[config.mk]
export PLATFORM = sky130hd
export DESIGN_NAME = pbus_capture
export DESIGN_NICKNAME = d
export VERILOG_FILES = /design/src/rtl/pbus_pkg.sv /design/src/rtl/pbus_if.sv /design/src/rtl/pbus_capture.sv /design/src/rtl/trig_unit.sv
export SDC_FILE = /design/constraint.sdc
export NUM_CORES = 1
export LEC_CHECK = 0
export BUFFER_PORTS_ARGS = -buffer_cell sky130_fd_sc_hd__buf_2
export CORE_MARGIN = 2
export CORE_UTILIZATION = 55
export CTS_CLUSTER_DIAMETER = 80
export DETAILED_ROUTE_END_ITERATION = 12
export GPL_ROUTABILITY_DRIVEN = 0
export HOLD_SLACK_MARGIN = 0.15
export PLACE_DENSITY = 0.87
export SYNTH_ARGS = -nofsm -noshare
export SYNTH_HDL_FRONTEND = slang
export SYNTH_SLANG_ARGS = --single-unit
export TNS_END_PERCENT = 10
[constraint.sdc]
create_clock -name SYS_CLK_I -period 6.4 [get_ports SYS_CLK_I]
set_input_delay 1.28 -clock SYS_CLK_I [delete_from_list [all_inputs] [get_ports SYS_CLK_I]]
set_output_delay 1.28 -clock SYS_CLK_I [all_outputs]
set_load 0.1 [all_outputs]
[src/rtl/pbus_pkg.sv]
// Shared constants and types for the parallel bus capture block
package pbus_pkg;
    localparam int NLINES = 16;
    localparam int SEL_W = 4;
    localparam int NIB_W = 4;
    localparam int NGROUPS = NLINES / NIB_W;
    localparam int THR_W = 10;
    localparam int WID_W = 5;
    localparam int TS_W = 32;
    localparam int CNT_W = 32;
    localparam int NANALOG = 4;
    localparam logic [WID_W-1:0] WIDTH_MIN_BITS = 5'h01;
    localparam logic [WID_W-1:0] WIDTH_MAX_BITS = 5'h10;
    localparam logic [WID_W-1:0] WIDTH_RST = 5'h10;
    // Bus bit n from input line n
    localparam logic [NLINES*SEL_W-1:0] MAP_DEFAULT = 64'hFEDCBA9876543210;
    typedef enum logic [1:0] {
        SLOPE_RISE = 2'h0,
        SLOPE_FALL = 2'h1,
        SLOPE_BOTH = 2'h2
    } slope_t;
    typedef enum logic [3:0] {
        TRIG_EDGE = 4'h1,
        TRIG_WIDTH = 4'h2,
        TRIG_PATTERN = 4'h4,
        TRIG_TIMEOUT = 4'h8
    } trig_type_t;
endpackage : pbus_pkg

[src/rtl/pbus_if.sv]
// Carrier between capture top and trigger unit
interface pbus_if;
    import pbus_pkg::*;
    logic [NLINES-1:0] lines;
    logic [NANALOG-1:0] analog;
    trig_type_t ttype;
    slope_t tslope;
    logic [SEL_W-1:0] src;
    logic [NLINES-1:0] active;
    logic [NLINES-1:0] pmask;
    logic [NLINES-1:0] pval;
    logic [NANALOG-1:0] amask;
    logic [NANALOG-1:0] aval;
    logic [CNT_W-1:0] width_min;
    logic [CNT_W-1:0] timeout;
    logic [CNT_W-1:0] holdoff;
    logic fire;
    modport feed (output lines, analog, ttype, tslope, src, active, pmask, pval,
        amask, aval, width_min, timeout, holdoff, input fire);
    modport trig (input lines, analog, ttype, tslope, src, active, pmask, pval,
        amask, aval, width_min, timeout, holdoff, output fire);
endinterface : pbus_if

[src/rtl/pbus_capture.sv]
// Parallel bus capture, decode and logic trigger top
// Overview of operation
// - Bus width is one to sixteen lines, clamped to the available lines.
// - Each bus bit has its own input line selector.
// - Unclocked uses data lines only; clocked adds selectable clock and chip select.
// - Chip select enable decides whether chip select qualifies samples.
// - Chip select polarity is active high or active low.
// - Clocked data sampled on rising, falling or both clock edges.
// - Every qualifying clock edge starts a new decoded word.
// - One threshold setting per group of four consecutive lines.
// - Restore default maps bus bit n to input line n.
// - Trigger level is the threshold of the source line's group.
// - Logic trigger offers edge, width, pattern and timeout.
// - Pattern trigger combines active lines selected by the pattern mask, optionally analog states.
// - Holdoff suppresses further triggers for a programmed time.
// - Each decoded word carries its data and start time.
module pbus_capture import pbus_pkg::*; (
    input wire logic SYS_CLK_I,
    input wire logic SRST_I,
    input wire logic [NLINES-1:0] LINES_I,
    input wire logic [NANALOG-1:0] ANALOG_I,
    input wire logic [NGROUPS*THR_W-1:0] THRESH_I,
    input wire logic [WID_W-1:0] WIDTH_I,
    input wire logic MAP_WR_I,
    input wire logic [SEL_W-1:0] MAP_BIT_I,
    input wire logic [SEL_W-1:0] MAP_LINE_I,
    input wire logic MAP_DEFAULT_I,
    input wire logic CLOCKED_I,
    input wire logic [SEL_W-1:0] CLK_LINE_I,
    input wire logic [SEL_W-1:0] CS_LINE_I,
    input wire logic CS_EN_I,
    input wire logic CS_POL_I,
    input wire slope_t SLOPE_I,
    input wire trig_type_t TRIG_TYPE_I,
    input wire slope_t TRIG_SLOPE_I,
    input wire logic [SEL_W-1:0] TRIG_SRC_I,
    input wire logic [NLINES-1:0] ACTIVE_I,
    input wire logic [NLINES-1:0] PAT_MASK_I,
    input wire logic [NLINES-1:0] PAT_VAL_I,
    input wire logic [NANALOG-1:0] ANA_MASK_I,
    input wire logic [NANALOG-1:0] ANA_VAL_I,
    input wire logic [CNT_W-1:0] WIDTH_MIN_I,
    input wire logic [CNT_W-1:0] TIMEOUT_I,
    input wire logic [CNT_W-1:0] HOLDOFF_I,
    output logic WORD_VALID_O,
    output logic [NLINES-1:0] WORD_DATA_O,
    output logic [TS_W-1:0] WORD_TIME_O,
    output logic [NGROUPS*THR_W-1:0] THRESH_O,
    output logic [THR_W-1:0] TRIG_LEVEL_O,
    output logic TRIG_O
);
    typedef struct packed {
        logic [NLINES-1:0] s1;
        logic [NLINES-1:0] s2;
        logic [NLINES-1:0] prev;
        logic [NANALOG-1:0] a1;
        logic [NANALOG-1:0] a2;
        logic [NLINES-1:0] mprev;
        logic [NLINES*SEL_W-1:0] map;
        logic [WID_W-1:0] width;
        logic [TS_W-1:0] ts;
        logic vld;
        logic [NLINES-1:0] data;
        logic [TS_W-1:0] wtime;
        logic [NGROUPS*THR_W-1:0] thr;
        logic [THR_W-1:0] lvl;
        logic trig;
    } st_t;

    st_t q, d;
    logic [NLINES-1:0] mapped;
    logic clk_now, clk_old, rise, fall, cs_ok, edge_ok, new_word;
    logic [THR_W-1:0] grp_lvl;

    pbus_if tif ();

    // Bits above the bus width read as zero
    for (genvar b = 0; b < NLINES; b++) begin : g_map
        assign mapped[b] = (WID_W'(b) < q.width) ?
            q.s2[q.map[b*SEL_W +: SEL_W]] : 1'b0;
    end

    always_comb begin
        d = q;
        d.s1 = LINES_I;
        d.s2 = q.s1;
        d.prev = q.s2;
        d.a1 = ANALOG_I;
        d.a2 = q.a1;
        d.ts = q.ts + 1;
        d.mprev = mapped;
        if (WIDTH_I < WIDTH_MIN_BITS) begin
            d.width = WIDTH_MIN_BITS;
        end else if (WIDTH_I > WIDTH_MAX_BITS) begin
            d.width = WIDTH_MAX_BITS;
        end else begin
            d.width = WIDTH_I;
        end
        if (MAP_DEFAULT_I) begin
            d.map = MAP_DEFAULT;
        end else if (MAP_WR_I) begin
            d.map[MAP_BIT_I*SEL_W +: SEL_W] = MAP_LINE_I;
        end
        clk_now = q.s2[CLK_LINE_I];
        clk_old = q.prev[CLK_LINE_I];
        rise = clk_now && !clk_old;
        fall = !clk_now && clk_old;
        cs_ok = !CS_EN_I || (q.s2[CS_LINE_I] == CS_POL_I);
        case (SLOPE_I)
            SLOPE_RISE: edge_ok = rise;
            SLOPE_FALL: edge_ok = fall;
            SLOPE_BOTH: edge_ok = rise || fall;
            default: edge_ok = 1'b0;
        endcase
        if (CLOCKED_I) begin
            new_word = edge_ok && cs_ok;
        end else begin
            new_word = mapped != q.mprev;
        end
        d.vld = new_word;
        if (new_word) begin
            d.data = mapped;
            d.wtime = q.ts;
        end
        d.thr = THRESH_I;
        grp_lvl = q.thr[TRIG_SRC_I[SEL_W-1:2]*THR_W +: THR_W];
        d.lvl = grp_lvl;
        d.trig = tif.fire;
    end

    always_ff @(posedge SYS_CLK_I) begin
        if (SRST_I) begin
            q <= '0;
            q.map <= MAP_DEFAULT;
            q.width <= WIDTH_RST;
        end else begin
            q <= d;
        end
    end

    assign tif.lines = q.s2;
    assign tif.analog = q.a2;
    assign tif.ttype = TRIG_TYPE_I;
    assign tif.tslope = TRIG_SLOPE_I;
    assign tif.src = TRIG_SRC_I;
    assign tif.active = ACTIVE_I;
    assign tif.pmask = PAT_MASK_I;
    assign tif.pval = PAT_VAL_I;
    assign tif.amask = ANA_MASK_I;
    assign tif.aval = ANA_VAL_I;
    assign tif.width_min = WIDTH_MIN_I;
    assign tif.timeout = TIMEOUT_I;
    assign tif.holdoff = HOLDOFF_I;

    trig_unit u_trig (
        .clk_i(SYS_CLK_I),
        .rst_i(SRST_I),
        .bus(tif)
    );

    assign WORD_VALID_O = q.vld;
    assign WORD_DATA_O = q.data;
    assign WORD_TIME_O = q.wtime;
    assign THRESH_O = q.thr;
    assign TRIG_LEVEL_O = q.lvl;
    assign TRIG_O = q.trig;

    property p_width;
        @(posedge SYS_CLK_I) disable iff (SRST_I)
            q.width >= WIDTH_MIN_BITS && q.width <= WIDTH_MAX_BITS;
    endproperty
    a_width: assert property (p_width) else $error("bus width out of range");

    property p_default;
        @(posedge SYS_CLK_I) disable iff (SRST_I) MAP_DEFAULT_I |=> q.map == MAP_DEFAULT;
    endproperty
    a_default: assert property (p_default) else $error("default map not restored");

    property p_stamp;
        @(posedge SYS_CLK_I) disable iff (SRST_I) q.vld |-> q.wtime == q.ts - 1;
    endproperty
    a_stamp: assert property (p_stamp) else $error("word time stamp wrong");

    property p_cs_block;
        @(posedge SYS_CLK_I) disable iff (SRST_I)
            (CLOCKED_I && CS_EN_I && q.s2[CS_LINE_I] != CS_POL_I) |=> !q.vld;
    endproperty
    a_cs_block: assert property (p_cs_block) else $error("word during inactive cs");

    property p_rise_word;
        @(posedge SYS_CLK_I) disable iff (SRST_I)
            (CLOCKED_I && !CS_EN_I && SLOPE_I == SLOPE_RISE && rise)
            |=> q.vld && q.data == $past(mapped);
    endproperty
    a_rise_word: assert property (p_rise_word) else $error("rising edge word lost");

    property p_fall_only;
        @(posedge SYS_CLK_I) disable iff (SRST_I)
            (CLOCKED_I && SLOPE_I == SLOPE_FALL && !fall) |=> !q.vld;
    endproperty
    a_fall_only: assert property (p_fall_only) else $error("word off falling slope");

    property p_unclocked;
        @(posedge SYS_CLK_I) disable iff (SRST_I)
            (!CLOCKED_I && mapped != q.mprev) |=> q.vld;
    endproperty
    a_unclocked: assert property (p_unclocked) else $error("line change not decoded");

    property p_level;
        @(posedge SYS_CLK_I) disable iff (SRST_I) 1'b1 |=> TRIG_LEVEL_O == $past(grp_lvl);
    endproperty
    a_level: assert property (p_level) else $error("trigger level not group threshold");

    property p_both_fall;
        @(posedge SYS_CLK_I) disable iff (SRST_I)
            (CLOCKED_I && !CS_EN_I && SLOPE_I == SLOPE_BOTH && fall) |=> q.vld;
    endproperty
    a_both_fall: assert property (p_both_fall) else $error("falling edge word lost");

    property p_cs_pass;
        @(posedge SYS_CLK_I) disable iff (SRST_I)
            (CLOCKED_I && CS_EN_I && q.s2[CS_LINE_I] == CS_POL_I &&
            SLOPE_I == SLOPE_RISE && rise) |=> q.vld;
    endproperty
    a_cs_pass: assert property (p_cs_pass) else $error("active chip select word lost");

    property p_thresh;
        @(posedge SYS_CLK_I) disable iff (SRST_I) 1'b1 |=> THRESH_O == $past(THRESH_I);
    endproperty
    a_thresh: assert property (p_thresh) else $error("threshold not passed on");
endmodule : pbus_capture

[src/rtl/trig_unit.sv]
// Trigger conditions on logic lines with holdoff
module trig_unit import pbus_pkg::*; (
    input wire logic clk_i,
    input wire logic rst_i,
    pbus_if.trig bus
);
    typedef struct packed {
        logic lvl;
        logic pat;
        logic [CNT_W-1:0] cnt;
        logic [CNT_W-1:0] hold;
        logic fire;
    } tst_t;

    tst_t q, d;
    logic lvl, chg, pat, hit, act_lvl;

    always_comb begin
        d = q;
        lvl = bus.lines[bus.src];
        chg = lvl != q.lvl;
        act_lvl = bus.tslope != SLOPE_FALL;
        pat = (((bus.lines ^ bus.pval) & bus.pmask & bus.active) == '0) &&
            (((bus.analog ^ bus.aval) & bus.amask) == '0);
        case (bus.ttype)
            TRIG_EDGE: hit = chg && (bus.tslope == SLOPE_BOTH || lvl == act_lvl);
            TRIG_WIDTH: hit = chg && q.lvl == act_lvl && (q.cnt + 1) >= bus.width_min;
            TRIG_PATTERN: hit = pat && !q.pat;
            TRIG_TIMEOUT: hit = !chg && bus.timeout != '0 && (q.cnt + 1) == bus.timeout;
            default: hit = 1'b0;
        endcase
        d.lvl = lvl;
        d.pat = pat;
        // Saturate so a long idle line cannot wrap into a second timeout
        if (chg) begin
            d.cnt = '0;
        end else if (q.cnt != '1) begin
            d.cnt = q.cnt + 1;
        end
        d.fire = 1'b0;
        if (q.hold != '0) begin
            d.hold = q.hold - 1;
        end else if (hit) begin
            d.fire = 1'b1;
            d.hold = bus.holdoff;
        end
    end

    always_ff @(posedge clk_i) begin
        if (rst_i) begin
            q <= '0;
        end else begin
            q <= d;
        end
    end

    assign bus.fire = q.fire;

    property p_holdoff;
        @(posedge clk_i) disable iff (rst_i) (q.hold != '0) |=> !q.fire;
    endproperty
    a_holdoff: assert property (p_holdoff) else $error("trigger during holdoff");

    property p_hold_load;
        @(posedge clk_i) disable iff (rst_i) $rose(q.fire) |-> q.hold == $past(bus.holdoff);
    endproperty
    a_hold_load: assert property (p_hold_load) else $error("holdoff not loaded");

    property p_pattern;
        @(posedge clk_i) disable iff (rst_i)
            (bus.ttype == TRIG_PATTERN && q.hold == '0 && pat && !q.pat) |=> q.fire;
    endproperty
    a_pattern: assert property (p_pattern) else $error("pattern trigger missed");

    property p_edge;
        @(posedge clk_i) disable iff (rst_i)
            (bus.ttype == TRIG_EDGE && bus.tslope == SLOPE_RISE && !chg) |=> !q.fire;
    endproperty
    a_edge: assert property (p_edge) else $error("edge trigger without edge");

    property p_width_end;
        @(posedge clk_i) disable iff (rst_i) (bus.ttype == TRIG_WIDTH && !chg) |=> !q.fire;
    endproperty
    a_width_end: assert property (p_width_end) else $error("width trigger without pulse end");

    property p_timeout_chg;
        @(posedge clk_i) disable iff (rst_i) (bus.ttype == TRIG_TIMEOUT && chg) |=> !q.fire;
    endproperty
    a_timeout_chg: assert property (p_timeout_chg) else $error("timeout trigger on a change");
endmodule : trig_unit

# Yosys cells after proc, flatten, opt, wreduce, memory -nomap -nowiden
# Index checks and enable logic that the tools add are counted.
# op_classes
addsub	4
multipliers	1
n_lt_le_gt_ge	38
eq_ne	15
n_shift	3
mux	64
bitwise	5
reduce_logical	28
# ops
operator	n
4-bit by 5-bit less-than comparator with 1-bit output, second input constant	19
1-bit binary-select mux with 4-bit select	20
32-bit by 1-bit adder with 32-bit output, second input constant	2
64-bit bitwise mux	1
32-bit nonzero test	2
4-bit by 34-bit variable shift with 64-bit output, first input constant	1
4-bit by 34-bit indexed part select with 64-bit output	1
4-bit by 5-bit less-than comparator with 1-bit output, first input constant	8
40-bit by 7-bit indexed part select with 10-bit output	1
1-bit two-way mux	37
6-bit negator with 34-bit output	1
33-bit two-way mux	1
16-bit bitwise AND	2
32-bit equality test	1
32-bit greater-or-equal comparator	1
32-bit two-way mux	1
32-bit != test, second input constant	1
32-bit by 1-bit subtractor with 32-bit output, second input constant	1
3-bit by 5-bit less-than comparator with 1-bit output, first input constant	4
16-bit zero test	1
16-bit != test	1
16-bit XOR	1
1-bit logical AND	10
1-bit by 5-bit less-than comparator with 1-bit output, first input constant	2
other kinds (25)	38
# word_totals
ff_bits	340
in_bits	252
out_inout_bits	100
wordCells	179

# Depth between registers and ports, before layout
# Gate-level depths: netlist of run 1.
# logic_depth
depth_word	9
mapped_depth	19
ltp_nobuf	17

# Cells and area by module
# Synthesis of run 1 repeated with hierarchy kept, for this count alone.
# hier_totals
hier_cells	2343
hier_area_um2	20641.0
# by_module_without_submodules
module	n_inst	cells_per_inst	area_per_inst_um2	seq_area_each_um2
pbus_capture	1	1608	14740.4	5465.2
trig_unit	1	735	5900.7	1341.3

# Worst setup path before layout of run 1
# OpenSTA, ideal clock, no wires.
# synth_timing
path_type	input port to flip-flop
startpoint	input port CLK_LINE_I[0]
endpoint	register q, in the netlist WORD_DATA_O[10]
setup_time_ps	128
arrival_time_ps	4309
t_required_ps	6272
slack_ps	1964
path_stages	15
n_path_buf	3
path_cell_list	clkbuf_1 -> mux4_2 -> mux4_2 -> inv_1 -> ha_1 -> inv_1 -> mux2i_1 -> o21ai_0 -> nand2_1 -> nand2_1 -> o31a_1 -> clkbuf_1 -> clkbuf_1 -> mux2i_1 -> nor2_1
# synth_between
elab_chain_len	8
elab_cells_between_ends	12
classes_between	mux: 6; reduce/logical: 6
# synth_lines
element	line_no	source
start: declaration	pbus_capture.sv:29	input wire logic [SEL_W-1:0] CLK_LINE_I,
1-bit binary-select mux with 4-bit select (on tied branches)	pbus_capture.sv:105, pbus_capture.sv:104	
1-bit two-way mux (on tied branches)	pbus_capture.sv:105, pbus_capture.sv:104	
1-bit zero test (on tied branches)	pbus_capture.sv:106, pbus_capture.sv:107	
1-bit logical AND (on tied branches)	pbus_capture.sv:106, pbus_capture.sv:107	
1-bit logical OR	pbus_capture.sv:112	SLOPE_BOTH: edge_ok = rise || fall;
1-bit case mux with 3 select lines *	pbus_capture.sv:109	case (SLOPE_I)
1-bit logical AND *	pbus_capture.sv:116	new_word = edge_ok && cs_ok;
1-bit two-way mux *	pbus_capture.sv:115	if (CLOCKED_I) begin
end: declaration	pbus_capture.sv:70	st_t q, d;
# Every way passes the cells marked *; elsewhere a longest branch is shown, timed or not. The select of a mux whose other input is x is not followed.
# A chain may end at the register's enable or synchronous reset.

# Final worst setup path of run 1
# layout_timing
startpoint	register u_trig.q[42] (netlist name)
endpoint	register u_trig.q[21] (netlist name)
# layout_between
elab_chain_len	5
elab_cells_between_ends	7
classes_between	add/sub: 1; order compare: 1; eq/ne: 1; mux: 1; reduce/logical: 3
# layout_lines
element	line_no	source
start: declaration	trig_unit.sv:15	tst_t q, d;
start signal: assignment	trig_unit.sv:51	q <= '0;
start signal: assignment	trig_unit.sv:53	q <= d;
32-bit by 1-bit adder with 32-bit output *	trig_unit.sv:27, trig_unit.sv:29	
32-bit greater-or-equal comparator or 32-bit equality test (tied branches)	trig_unit.sv:27, trig_unit.sv:29	
1-bit logical AND (on tied branches)	trig_unit.sv:27, trig_unit.sv:29	
1-bit case mux with 4 select lines *	trig_unit.sv:25	case (bus.ttype)
2-bit nonzero test (no line) *	n/a	
# Every way passes the cells marked *; elsewhere a longest branch is shown, timed or not.

==> results_dict.tcl, run 1 <==
set metrics [dict create \
    maxCapViolCount 0 \
    final.setup.tns_ps 0 \
    worst_path_max_delay_cell "a311o_1" \
    grt_pass1_vias 16400 \
    drcViolationCount 0 \
    wire_per_inst_um 20.3 \
    path_class "reg -> reg" \
    htree_levels 2 \
    synth_ff_type "dfxtp_1" \
    portBuffers 351 \
    pin_count 352 \
    fin_nets 2496 \
    path_buf_inv 2 \
    postSynthAreaPerCell_um2 9.14 \
    first_pass_iters 6 \
    layout-area-overhead-vs-synth_pct 14.3 \
    synth-async-reset-ratio 0 \
    tritoncts "done" \
    place_area_um2 19600 \
    hold_viol_final 0 \
    via_count 16300 \
    coreArea_um2 32700 \
    grtUsageTotal 0.303 \
    yosysTopAreaCell "dfxtp_1" \
    die_w_um 187 \
    place_hpwl_mm 38.9 \
    grt-ovfl-total 0 \
    max_freq_mhz 203 \
    ctsResizeCount 0 \
    ys_top_cells_by_area "dfxtp_1, mux4_2, nor2b_1" \
    synth_edf_count 0 \
    drive_gt1_frac 0.247 \
    slew_violations 0 \
    die_h_um 187 \
    clkSinkCount 340 \
    skew_ps 20.4 \
    synth_seq_area_share 0.371 \
    endpoint_kind "flip-flop" \
    grt_max_degree 106 \
    status "complete, no violations" \
    synth_fp_nets 2301 \
    final_area_um2 21000 \
    timing.final.crit_period_ps 4930 \
    seqCellArea_um2 6810 \
    slowest_delay_ps 630 \
    antenna_left 0 \
    yosysTopAreaCellShare 0.371 \
    antenna_found_initial 3 \
    multi_input_area_um2 10100 \
    postCtsHoldBufs 0 \
    initial_core_util 0.562 \
    final_cell_mix "buf_2, dfxtp_1, nor2_1" \
    cp.arrival_ps 5340 \
    rsz0062_at_grt "no" \
    finalSetupViolCount 0 \
    synth_cell_type_count 70 \
    crit_required_ps 6810 \
    dieArea_um2 34900 \
    wl_mm 54.3 \
    fin_crit_sh 0.770 \
    synth-seq-cells 340 \
    clk_pin_slew_ps 60 \
    path_delay_family "simple AND/OR/NAND/NOR gates" \
    cp_cell_sequence "nand4_2 > or4_4 > or3_1 > nor3_2 > xnor2_1 > inv_1 > ha_1 > nand4_1 > nor2_1 > o2bb2ai_1 > a31o_2 > a221oi_1 > a311o_1 > buf_4 > nand3_1 > a21oi_1" \
    grt_pass1_wl_mm 85.2 \
    cts_root_buffer "clkbuf_16" \
    worstMarginPinSlew_ps 1280 \
    clock_path_buffers 3 \
    ir_worst_vdd_mv 0.257 \
    critical_path.startpoint_type "flip-flop" \
    mappedNetlistArea_um2 18400 \
    synthCells 2009 \
    nFillCells 2594 \
    final_common_cell "buf_2" \
    viasPerCell 6.08 \
    power_leakage_nw 9.40 \
    cts_setup_buffers 0 \
    row_count 66 \
    hold_path_class "reg -> reg" \
    clock_latency_ps 530 \
    synth_warnings 0 \
    power_density_nw_per_um2 282 \
    crit_fanout 19 \
    drt_iter0_drc 1970 \
    numCtsBuffers 38 \
    maxSlewHeadroom 0.149 \
]
-- cells by family (layout without fill, tap and decap cells) --
kind of cell | after synthesis | in the layout | synth area share
adders and majority gates | 40 | 40 | 0.0272
buffers and inverters | 298 | 521 | 0.0823
AOI/OAI and AO/OA | 250 | 250 | 0.0875
other | 0 | 1 | 0
DFF | 340 | 340 | 0.371
xor gates and xnor gates | 142 | 142 | 0.0677
muxes | 174 | 174 | 0.156
and+or+nand+nor | 765 | 765 | 0.209
-- per-stage QoR --
| step | total power, mW | util | worst slack [ps] | hold WS (ps) | std cells |
|---|---|---|---|---|---|
| 2_1_floorplan | 3.33 | - | 1960 | 414 | 2009 |
| 3_3_place_gp | 3.59 | 0.601 | 1710 | 416 | 2606 |
| 6_report | 5.93 | 0.642 | 1470 | 434 | 2675 |
| 4_1_cts | 5.94 | 0.642 | 1580 | 438 | 2674 |
| 3_5_place_dp | 3.63 | 0.601 | 1480 | 423 | 2606 |
| 5_1_grt | 6.18 | 0.642 | 1160 | 457 | 2675 |
-- cells in the mapped netlist, types with 4 or more instances --
| library cell | n |
|---|---|
| nand2_1 | 163 |
| mux2i_1 | 74 |
| nor3b_1 | 6 |
| a2111oi_0 | 6 |
| mux2_2 | 11 |
| or4_1 | 4 |
| nor4_1 | 27 |
| nand2b_1 | 22 |
| mux4_2 | 88 |
| and4_1 | 11 |
| a31oi_1 | 10 |
| or2_2 | 4 |
| o311ai_0 | 10 |
| xnor2_1 | 59 |
| and2_1 | 11 |
| clkbuf_1 | 99 |
| buf_1 | 6 |
| nand3_1 | 84 |
| nand3b_1 | 5 |
| a211oi_1 | 17 |
| dfxtp_1 | 340 |
| ha_1 | 40 |
| and3_1 | 22 |
| nand4_1 | 35 |
| or3_1 | 14 |
| o21ai_0 | 33 |
| xor2_1 | 83 |
| nor3_1 | 32 |
| buf_4 | 100 |
| nor2b_1 | 126 |
| buf_2 | 15 |
| a21oi_1 | 95 |
| nor2_1 | 190 |
| inv_1 | 78 |
| o22ai_1 | 5 |
| a21o_1 | 9 |
| o211ai_1 | 24 |
-- sequential cells by signal, summed over array words and instances, names as in the netlist --
signal	flops
u_trig.q	66
THRESH_O	40
tif.analog	4
u_trig.bus.fire	1
WORD_VALID_O	1
TRIG_LEVEL_O	10
q	133
TRIG_O	1
WORD_DATA_O	16
d	20
tif.lines	16
WORD_TIME_O	32
-- per-layer routing --
layer / share of wire / vias to the layer above / global-route usage
li1: - / 7347 / -
met1: 0.36 / 7496 / 0.358
met2: 0.47 / 1149 / 0.511
met3: 0.11 / 256 / 0.0628
met4: 0.060 / 4 / 0.175
met5: 0.00055 / - / 0
-- worst register-to-register path: cells and delay by family (launching register included) --
kind | cells | cell delay (ps)
adders and majority gates | 1 | 310
DFF | 1 | 500
buffers and inverters | 2 | 450
and+or+nand+nor | 7 | 1910
xor gates and xnor gates | 1 | 220
AOI/OAI and AO/OA | 5 | 1450
-- report_power, final --
| group | leakage (nW) | internal (mW) | switching, mW | total [mW] |
|---|---|---|---|---|
| sequential | 2.77 | 2.25 | 0.106 | 2.35 |
| combinational | 5.98 | 0.452 | 0.808 | 1.26 |
| clock | 0.651 | 1.40 | 0.911 | 2.31 |
| total | 9.40 | 4.10 | 1.82 | 5.93 |
-- cell type report --
type	instances	share of cell area
Sequential cell	340	0.324
Tap cell	442	0.0263
Antenna cell	1	0.000119
Timing Repair Buffer	375	0.0925
Multi-Input combinational cell	1371	0.479
Clock buffer	49	0.0511
Clock inverter	19	0.0132
Inverter	78	0.0139
-- final timing paths --
| kind | from | end | slack [ps] | cells after the start |
|---|---|---|---|---|
| setup / recovery | u_trig.q[42]$_SDFFE_PP0P_ | u_trig.q[21]$_SDFFE_PP0P_ | 1470 | 16 |
| hold / removal | d[244]$_SDFF_PP0_ | tif.lines[3]$_SDFF_PP0_ | 430 | 1 |
| setup reg to reg | u_trig.q[42]$_SDFFE_PP0P_ | u_trig.q[21]$_SDFFE_PP0P_ | 1470 | 16 |
| hold reg to reg | d[244]$_SDFF_PP0_ | tif.lines[3]$_SDFF_PP0_ | 430 | 1 |
Note: power is estimated with default switching activity, not from simulation.
==> inputs of run 2 (changes only) <==
--- a/config.mk
+++ b/config.mk
@@ -7,12 +7,12 @@
 export LEC_CHECK = 0
 export BUFFER_PORTS_ARGS = -buffer_cell sky130_fd_sc_hd__buf_2
 export CORE_MARGIN = 2
-export CORE_UTILIZATION = 55
+export CORE_UTILIZATION = 51
 export CTS_CLUSTER_DIAMETER = 80
 export DETAILED_ROUTE_END_ITERATION = 12
 export GPL_ROUTABILITY_DRIVEN = 0
 export HOLD_SLACK_MARGIN = 0.15
-export PLACE_DENSITY = 0.87
+export PLACE_DENSITY = 0.85
 export SYNTH_ARGS = -nofsm -noshare
 export SYNTH_HDL_FRONTEND = slang
 export SYNTH_SLANG_ARGS = --single-unit
==> constraint.sdc (replaced) <==
create_clock -name SYS_CLK_I -period 4 [get_ports SYS_CLK_I]
set_input_delay 0.8 -clock SYS_CLK_I [delete_from_list [all_inputs] [get_ports SYS_CLK_I]]
set_output_delay 0.8 -clock SYS_CLK_I [all_outputs]
set_load 0.1 [all_outputs]
==> run 2 against run 1 <==
  * Core utilization fell by 3.2 points
  * Via count rose by 0.90%
  * Cell area rose by 3.2%
  * Worst hold slack improved by 3.9 ps
  * Worst setup slack got worse by 1400 ps
  * Register-to-register slack got worse by 1400 ps
  * Global-route usage fell by 2.2 points
  * Clock power rose by 60%
  * Clock skew rose by 14 ps
  * Critical path depth rose by 2
  * Power rose by 61%
  * Flip-flop and latch count did not move
  * Highest routed layer is now met4
==> results_dict.tcl, run 2 (synthesis results as in run 1) <==
set metrics [dict create \
    status "complete, no violations" \
    clk_pin_slew_ps 60 \
    tritoncts "done" \
    coreArea_um2 35500 \
    maxSlewHeadroom 0.412 \
    place_hpwl_mm 40.1 \
    drcViolationCount 0 \
    multi_input_area_um2 10200 \
    final_area_um2 21700 \
    seqCellArea_um2 6820 \
    grtUsageTotal 0.281 \
    clockPowerShare 0.388 \
    hold_viol_final 0 \
    path_class "reg -> reg" \
    m1WireLength_mm 19.9 \
    power_density_nw_per_um2 440 \
    p_total_mw 9.53 \
    crit_start "u_trig.q[42]$_SDFFE_PP0P_" \
    preCtsSetupSlack_ps -121 \
    route.met3.wl_mm 6.69 \
    maxCapViolCount 0 \
    utilization 0.610 \
    reg2reg_to "u_trig.q[23]$_SDFFE_PP0P_" \
    critical_path.startpoint_type "flip-flop" \
    p_seq_frac 0.397 \
    final_cell_mix "buf_2, dfxtp_1, nor2_1" \
    dr_wl_met2_mm 25.4 \
    final_common_cell "buf_2" \
    layout-area-overhead-vs-synth_pct 17.9 \
    row_count 69 \
    viasPerCell 5.98 \
    clock_path_buffers 3 \
    timing.rr.start "u_trig.q[42]$_SDFFE_PP0P_" \
    cts_root_buffer "clkbuf_16" \
    die_h_um 194 \
    drt_iter0_drc 1724 \
    skew_ps 34.3 \
    timing.final.crit_period_ps 3970 \
    final.setup.tns_ps 0 \
    reg2reg_slack_ps 30 \
    max_freq_mhz 252 \
    numCtsBuffers 38 \
    drive_gt1_frac 0.277 \
    power_switching_mw 2.97 \
    largest_reg_flops 133 \
    whs_ps 438 \
    worst_r2r_path_depth 18 \
    ir_worst_vdd_mv 0.332 \
    fin_nets 2543 \
    crit_required_ps 4420 \
    clkSinkCount 340 \
    die_w_um 194 \
    swShare 0.312 \
    dieArea_um2 37600 \
    worstMarginPinSlew_ps 880 \
    endpoint_kind "flip-flop" \
    cp-endpoint "u_trig.q[23]$_SDFFE_PP0P_" \
    share_comb_of_total_power 0.215 \
    grt_max_degree 135 \
    wire_per_inst_um 20.0 \
    wl_mm 55.0 \
    portBuffers 351 \
    power_leakage_nw 9.70 \
    finalSetupViolCount 0 \
    grt_pass1_wl_mm 84.9 \
    place_area_um2 20000 \
    min_path_cells 2 \
    top_layer "met4" \
    internal-power_mw 6.56 \
    hold_path_class "in -> reg" \
    fin_crit_sh 0.994 \
    regMostFlops "q" \
    first_pass_iters 8 \
    cp.arrival_ps 4390 \
    dp_cells 2665 \
    grt-ovfl-total 0 \
    pin_count 352 \
    fin_cells 2742 \
    slew_violations 0 \
    initial_core_util 0.518 \
    grt_pass1_vias 16300 \
    crit_fanout 12 \
    via_count 16400 \
    antenna_left 0 \
    antenna_found_initial 2 \
    clock_latency_ps 570 \
    htree_levels 2 \
    nFillCells 2843 \
    worst_slack_ps 25.4 \
]
-- run 2: changes by cell type in the layout (fill, tap and decap cells not counted), sizes merged --
| cell | delta |
|---|---|
| buf | +45 |
| inv | +3 |
| clkinv | -5 |
| clkbuf | +3 |
| diode | +2 |
-- run 2: metal layers --
layer	GRT usage	vias up
met5	0	-
met4	0.150	0
met3	0.0778	256
met2	0.467	1158
met1	0.330	7561
li1	-	7423
-- run 2: power groups by stage --
stage	combinational [mW]	clock [mW]	sequential, mW
floorplan	1.54	0	3.79
global placement	1.94	0	3.84
detailed placement	1.99	0	3.85
CTS	2.01	3.77	3.78
global route	2.23	3.91	3.81
finish	2.05	3.70	3.79
-- run 2: how the worst min path moves through the flow --
stage | slack (ps) | startpoint | to
6_report | 440 | THRESH_I[4] | THRESH_O[4]$_SDFF_PP0_
5_1_grt | 430 | LINES_I[4] | d[245]$_SDFF_PP0_
4_1_cts | 410 | THRESH_I[4] | THRESH_O[4]$_SDFF_PP0_
3_5_place_dp | 430 | d[246]$_SDFF_PP0_ | tif.lines[5]$_SDFF_PP0_
3_3_place_gp | 420 | d[252]$_SDFF_PP0_ | tif.lines[11]$_SDFF_PP0_
2_1_floorplan | 410 | u_trig.bus.fire$_SDFF_PP0_ | TRIG_O$_SDFF_PP0_
-- run 2: layout make-up --
cell class              instances  share of cell area
clock inverters                17              0.0126
repair buffers                422               0.110
multi-input cells            1371               0.473
flip-flops and latches        340               0.315
diodes                          3            0.000347
inverters                      78              0.0135
clock buffers                  50              0.0487
well taps                     461              0.0266
-- run 2: timing repair --
action                                  4_1_cts  5_1_grt
endpoints found under the setup margin        1       33
hold buffers                                  0        0
setup buffers                                 0        5
cloned                                        0        2
resized for setup                             1       43
pin swaps                                     0       15
-- run 2: worst max-delay path, stage by stage (launching register included) --
cell and delay (ps):
dfxtp_1 370, nand4_2 130, buf_4 170, nor4_1 290, buf_4 200, nand2_1 100, xor2_2 230, inv_1 80
ha_1 300, a21o_1 170, a21o_1 190, a211oi_1 390, a31o_2 230, a221oi_2 50, a311o_1 380, buf_12 170
clkbuf_16 170, a31oi_2 180, nor2_1 70
==> inputs of run 3 (changes only) <==
--- a/config.mk
+++ b/config.mk
@@ -13,6 +13,7 @@
 export GPL_ROUTABILITY_DRIVEN = 0
 export HOLD_SLACK_MARGIN = 0.15
 export PLACE_DENSITY = 0.85
+export RECOVER_POWER = 50
 export SYNTH_ARGS = -nofsm -noshare
 export SYNTH_HDL_FRONTEND = slang
 export SYNTH_SLANG_ARGS = --single-unit
==> run 3 against run 2 <==
  * The run now ends with max-capacitance violations, max-slew violations left
  * Core utilization shrank 0.29 points
  * Global-route usage did not move
  * Final cell count about the same
  * Clock skew up 1.1 ps
  * Critical endpoint is now u_trig.q[1]$_SDFFE_PP0P_
  * Flip-flop and latch count is the same
  * Sequential share of layout area up 0.15 points
  * First-iteration DRC count fell by 4.6%
  * Critical path depth shrank 2
==> results_dict.tcl, run 3 (synthesis results as in run 1) <==
set metrics [dict create \
    clock_latency_ps 570 \
    min_from "d[218]$_SDFF_PP0_" \
    power_leakage_nw 9.41 \
    hold_path_class "reg -> reg" \
    worst_path_max_delay_cell "or4_4" \
    tritoncts "done" \
    clock_path_buffers 3 \
    maxSlewHeadroom -0.465 \
    numCtsBuffers 38 \
    drive_gt1_frac 0.245 \
    final_common_cell "dfxtp_1" \
    timing.final.crit_period_ps 3980 \
    utilization 0.608 \
    drt_iter0_drc 1645 \
    grt_pass1_vias 16300 \
    path_buf_inv 2 \
    place_hpwl_mm 40.1 \
    finalSetupViolCount 0 \
    critical_path.startpoint_type "flip-flop" \
    status "finished, violations left" \
    hold_viol_final 0 \
    postCtsHoldBufs 0 \
    grt_pass1_wl_mm 84.9 \
    power_density_nw_per_um2 442 \
    grt-ovfl-total 0 \
    final.setup.tns_ps 0 \
    maxCapViolCount 2 \
    slew_violations 144 \
    worst_slack_ps 15.7 \
    grtUsageTotal 0.281 \
    antenna_left 0 \
    ir_worst_vdd_mv 0.332 \
    crit_required_ps 4480 \
    wire_per_inst_um 20.0 \
    largest_reg_flops 133 \
    pin_count 352 \
    timing.rr.start "u_trig.q[34]$_SDFFE_PP0P_" \
    clk_pin_slew_ps 60 \
    fin_nets 2543 \
    nFillCells 2887 \
    slowest_delay_ps 630 \
    m1WireLength_mm 19.9 \
    wl_mm 54.8 \
    path_delay_family "simple AND/OR/NAND/NOR gates" \
    initial_core_util 0.518 \
    row_count 69 \
    coreArea_um2 35500 \
    antenna_found_initial 2 \
    cp.arrival_ps 4460 \
    first_pass_iters 6 \
    viasPerCell 5.97 \
    route.met3.wl_mm 6.55 \
    portBuffers 351 \
    top_layer "met4" \
    via_count 16400 \
    die_h_um 194 \
    cts_root_buffer "clkbuf_16" \
    path_class "reg -> reg" \
    preCtsSetupSlack_ps -121 \
    fin_crit_sh 0.996 \
    clkSinkCount 340 \
    worstMarginPinSlew_ps 2200 \
    max_freq_mhz 251 \
    htree_levels 2 \
    skew_ps 35.4 \
    dr_wl_met2_mm 25.2 \
    endpoint_kind "flip-flop" \
    regMostFlops "q" \
    cp_cell_sequence "nand4_1 > or4_4 > or3_4 > xor2_2 > inv_1 > ha_4 > nand4_1 > a21oi_2 > a211oi_2 > o2bb2ai_1 > a31o_2 > a221oi_2 > a311o_1 > buf_12 > mux2_4 > a21oi_2" \
    violations "max-capacitance violations, max-slew violations" \
    drcViolationCount 0 \
    dieArea_um2 37600 \
    crit_start "u_trig.q[34]$_SDFFE_PP0P_" \
    grt_max_degree 135 \
    crit_fanout 5 \
    layout-area-overhead-vs-synth_pct 17.4 \
    final_cell_mix "dfxtp_1, buf_2, nor2_1" \
    die_w_um 194 \
]
==> run 3: worst register-to-register path, cell delays in order, from the launching register on <==
cell       delay, ps
dfxtp_4          360
nand4_1          200
or4_4            630
or3_4            460
xor2_2           190
inv_1            100
ha_4             280
nand4_1          140
a21oi_2          160
a211oi_2          60
o2bb2ai_1        130
a31o_2           220
a221oi_2         200
a311o_1          230
buf_12           160
mux2_4           300
a21oi_2          110
==> run 3: worst paths after layout <==
check	endpoint	slack, ps	cells after the start
setup / recovery	u_trig.q[1]$_SDFFE_PP0P_	20	16
hold / removal	tif.analog[1]$_SDFF_PP0_	440	1
setup reg to reg	u_trig.q[1]$_SDFFE_PP0P_	20	16
hold reg to reg	tif.analog[1]$_SDFF_PP0_	440	1
==> run 3: layout make-up <==
| class | instances | area (um2) | share of cell area |
|---|---|---|---|
| Clock inverter | 17 | 273 | 0.0127 |
| Sequential cell | 340 | 6820 | 0.316 |
| Multi-Input combinational cell | 1371 | 10200 | 0.475 |
| Clock buffer | 50 | 1060 | 0.0490 |
| Inverter | 78 | 293 | 0.0136 |
| Timing Repair Buffer | 422 | 2290 | 0.106 |
| Antenna cell | 2 | 5.00 | 0.000232 |
| Tap cell | 461 | 577 | 0.0268 |
==> run 3: timing repair <==
| item | 4_1_cts | 5_1_grt |
|---|---|---|
| buffers inserted | 0 | 5 |
| endpoints found under the setup margin | 1 | 33 |
| cloned | 0 | 2 |
| pin swaps | 0 | 15 |
| resized for setup | 1 | 43 |
==> run 3: metrics by stage <==
| step | hold slack (ps) | cells | area, um2 | power, mW |
|---|---|---|---|---|
| floorplan | 414 | 2009 | 18400 | 5.33 |
| CTS | 408 | 2732 | 21400 | 9.56 |
| global route | 426 | 2741 | 21600 | 9.94 |
| global placement | 422 | 2665 | 20000 | 5.77 |
| finish | 437 | 2741 | 21600 | 9.53 |
| detailed placement | 427 | 2665 | 20000 | 5.84 |
==> run 3: power by group <==
group          internal [mW]  switching (mW)
clock                   2.21            1.49
combinational          0.744            1.29
sequential              3.59           0.193
total                   6.55            2.97
==> run 3: metal layers <==
layer | GRT usage | up-vias
met3 | 0.0778 | 253
met4 | 0.150 | 0
met2 | 0.467 | 1162
li1 | - | 7422
met5 | 0 | -
met1 | 0.330 | 7521
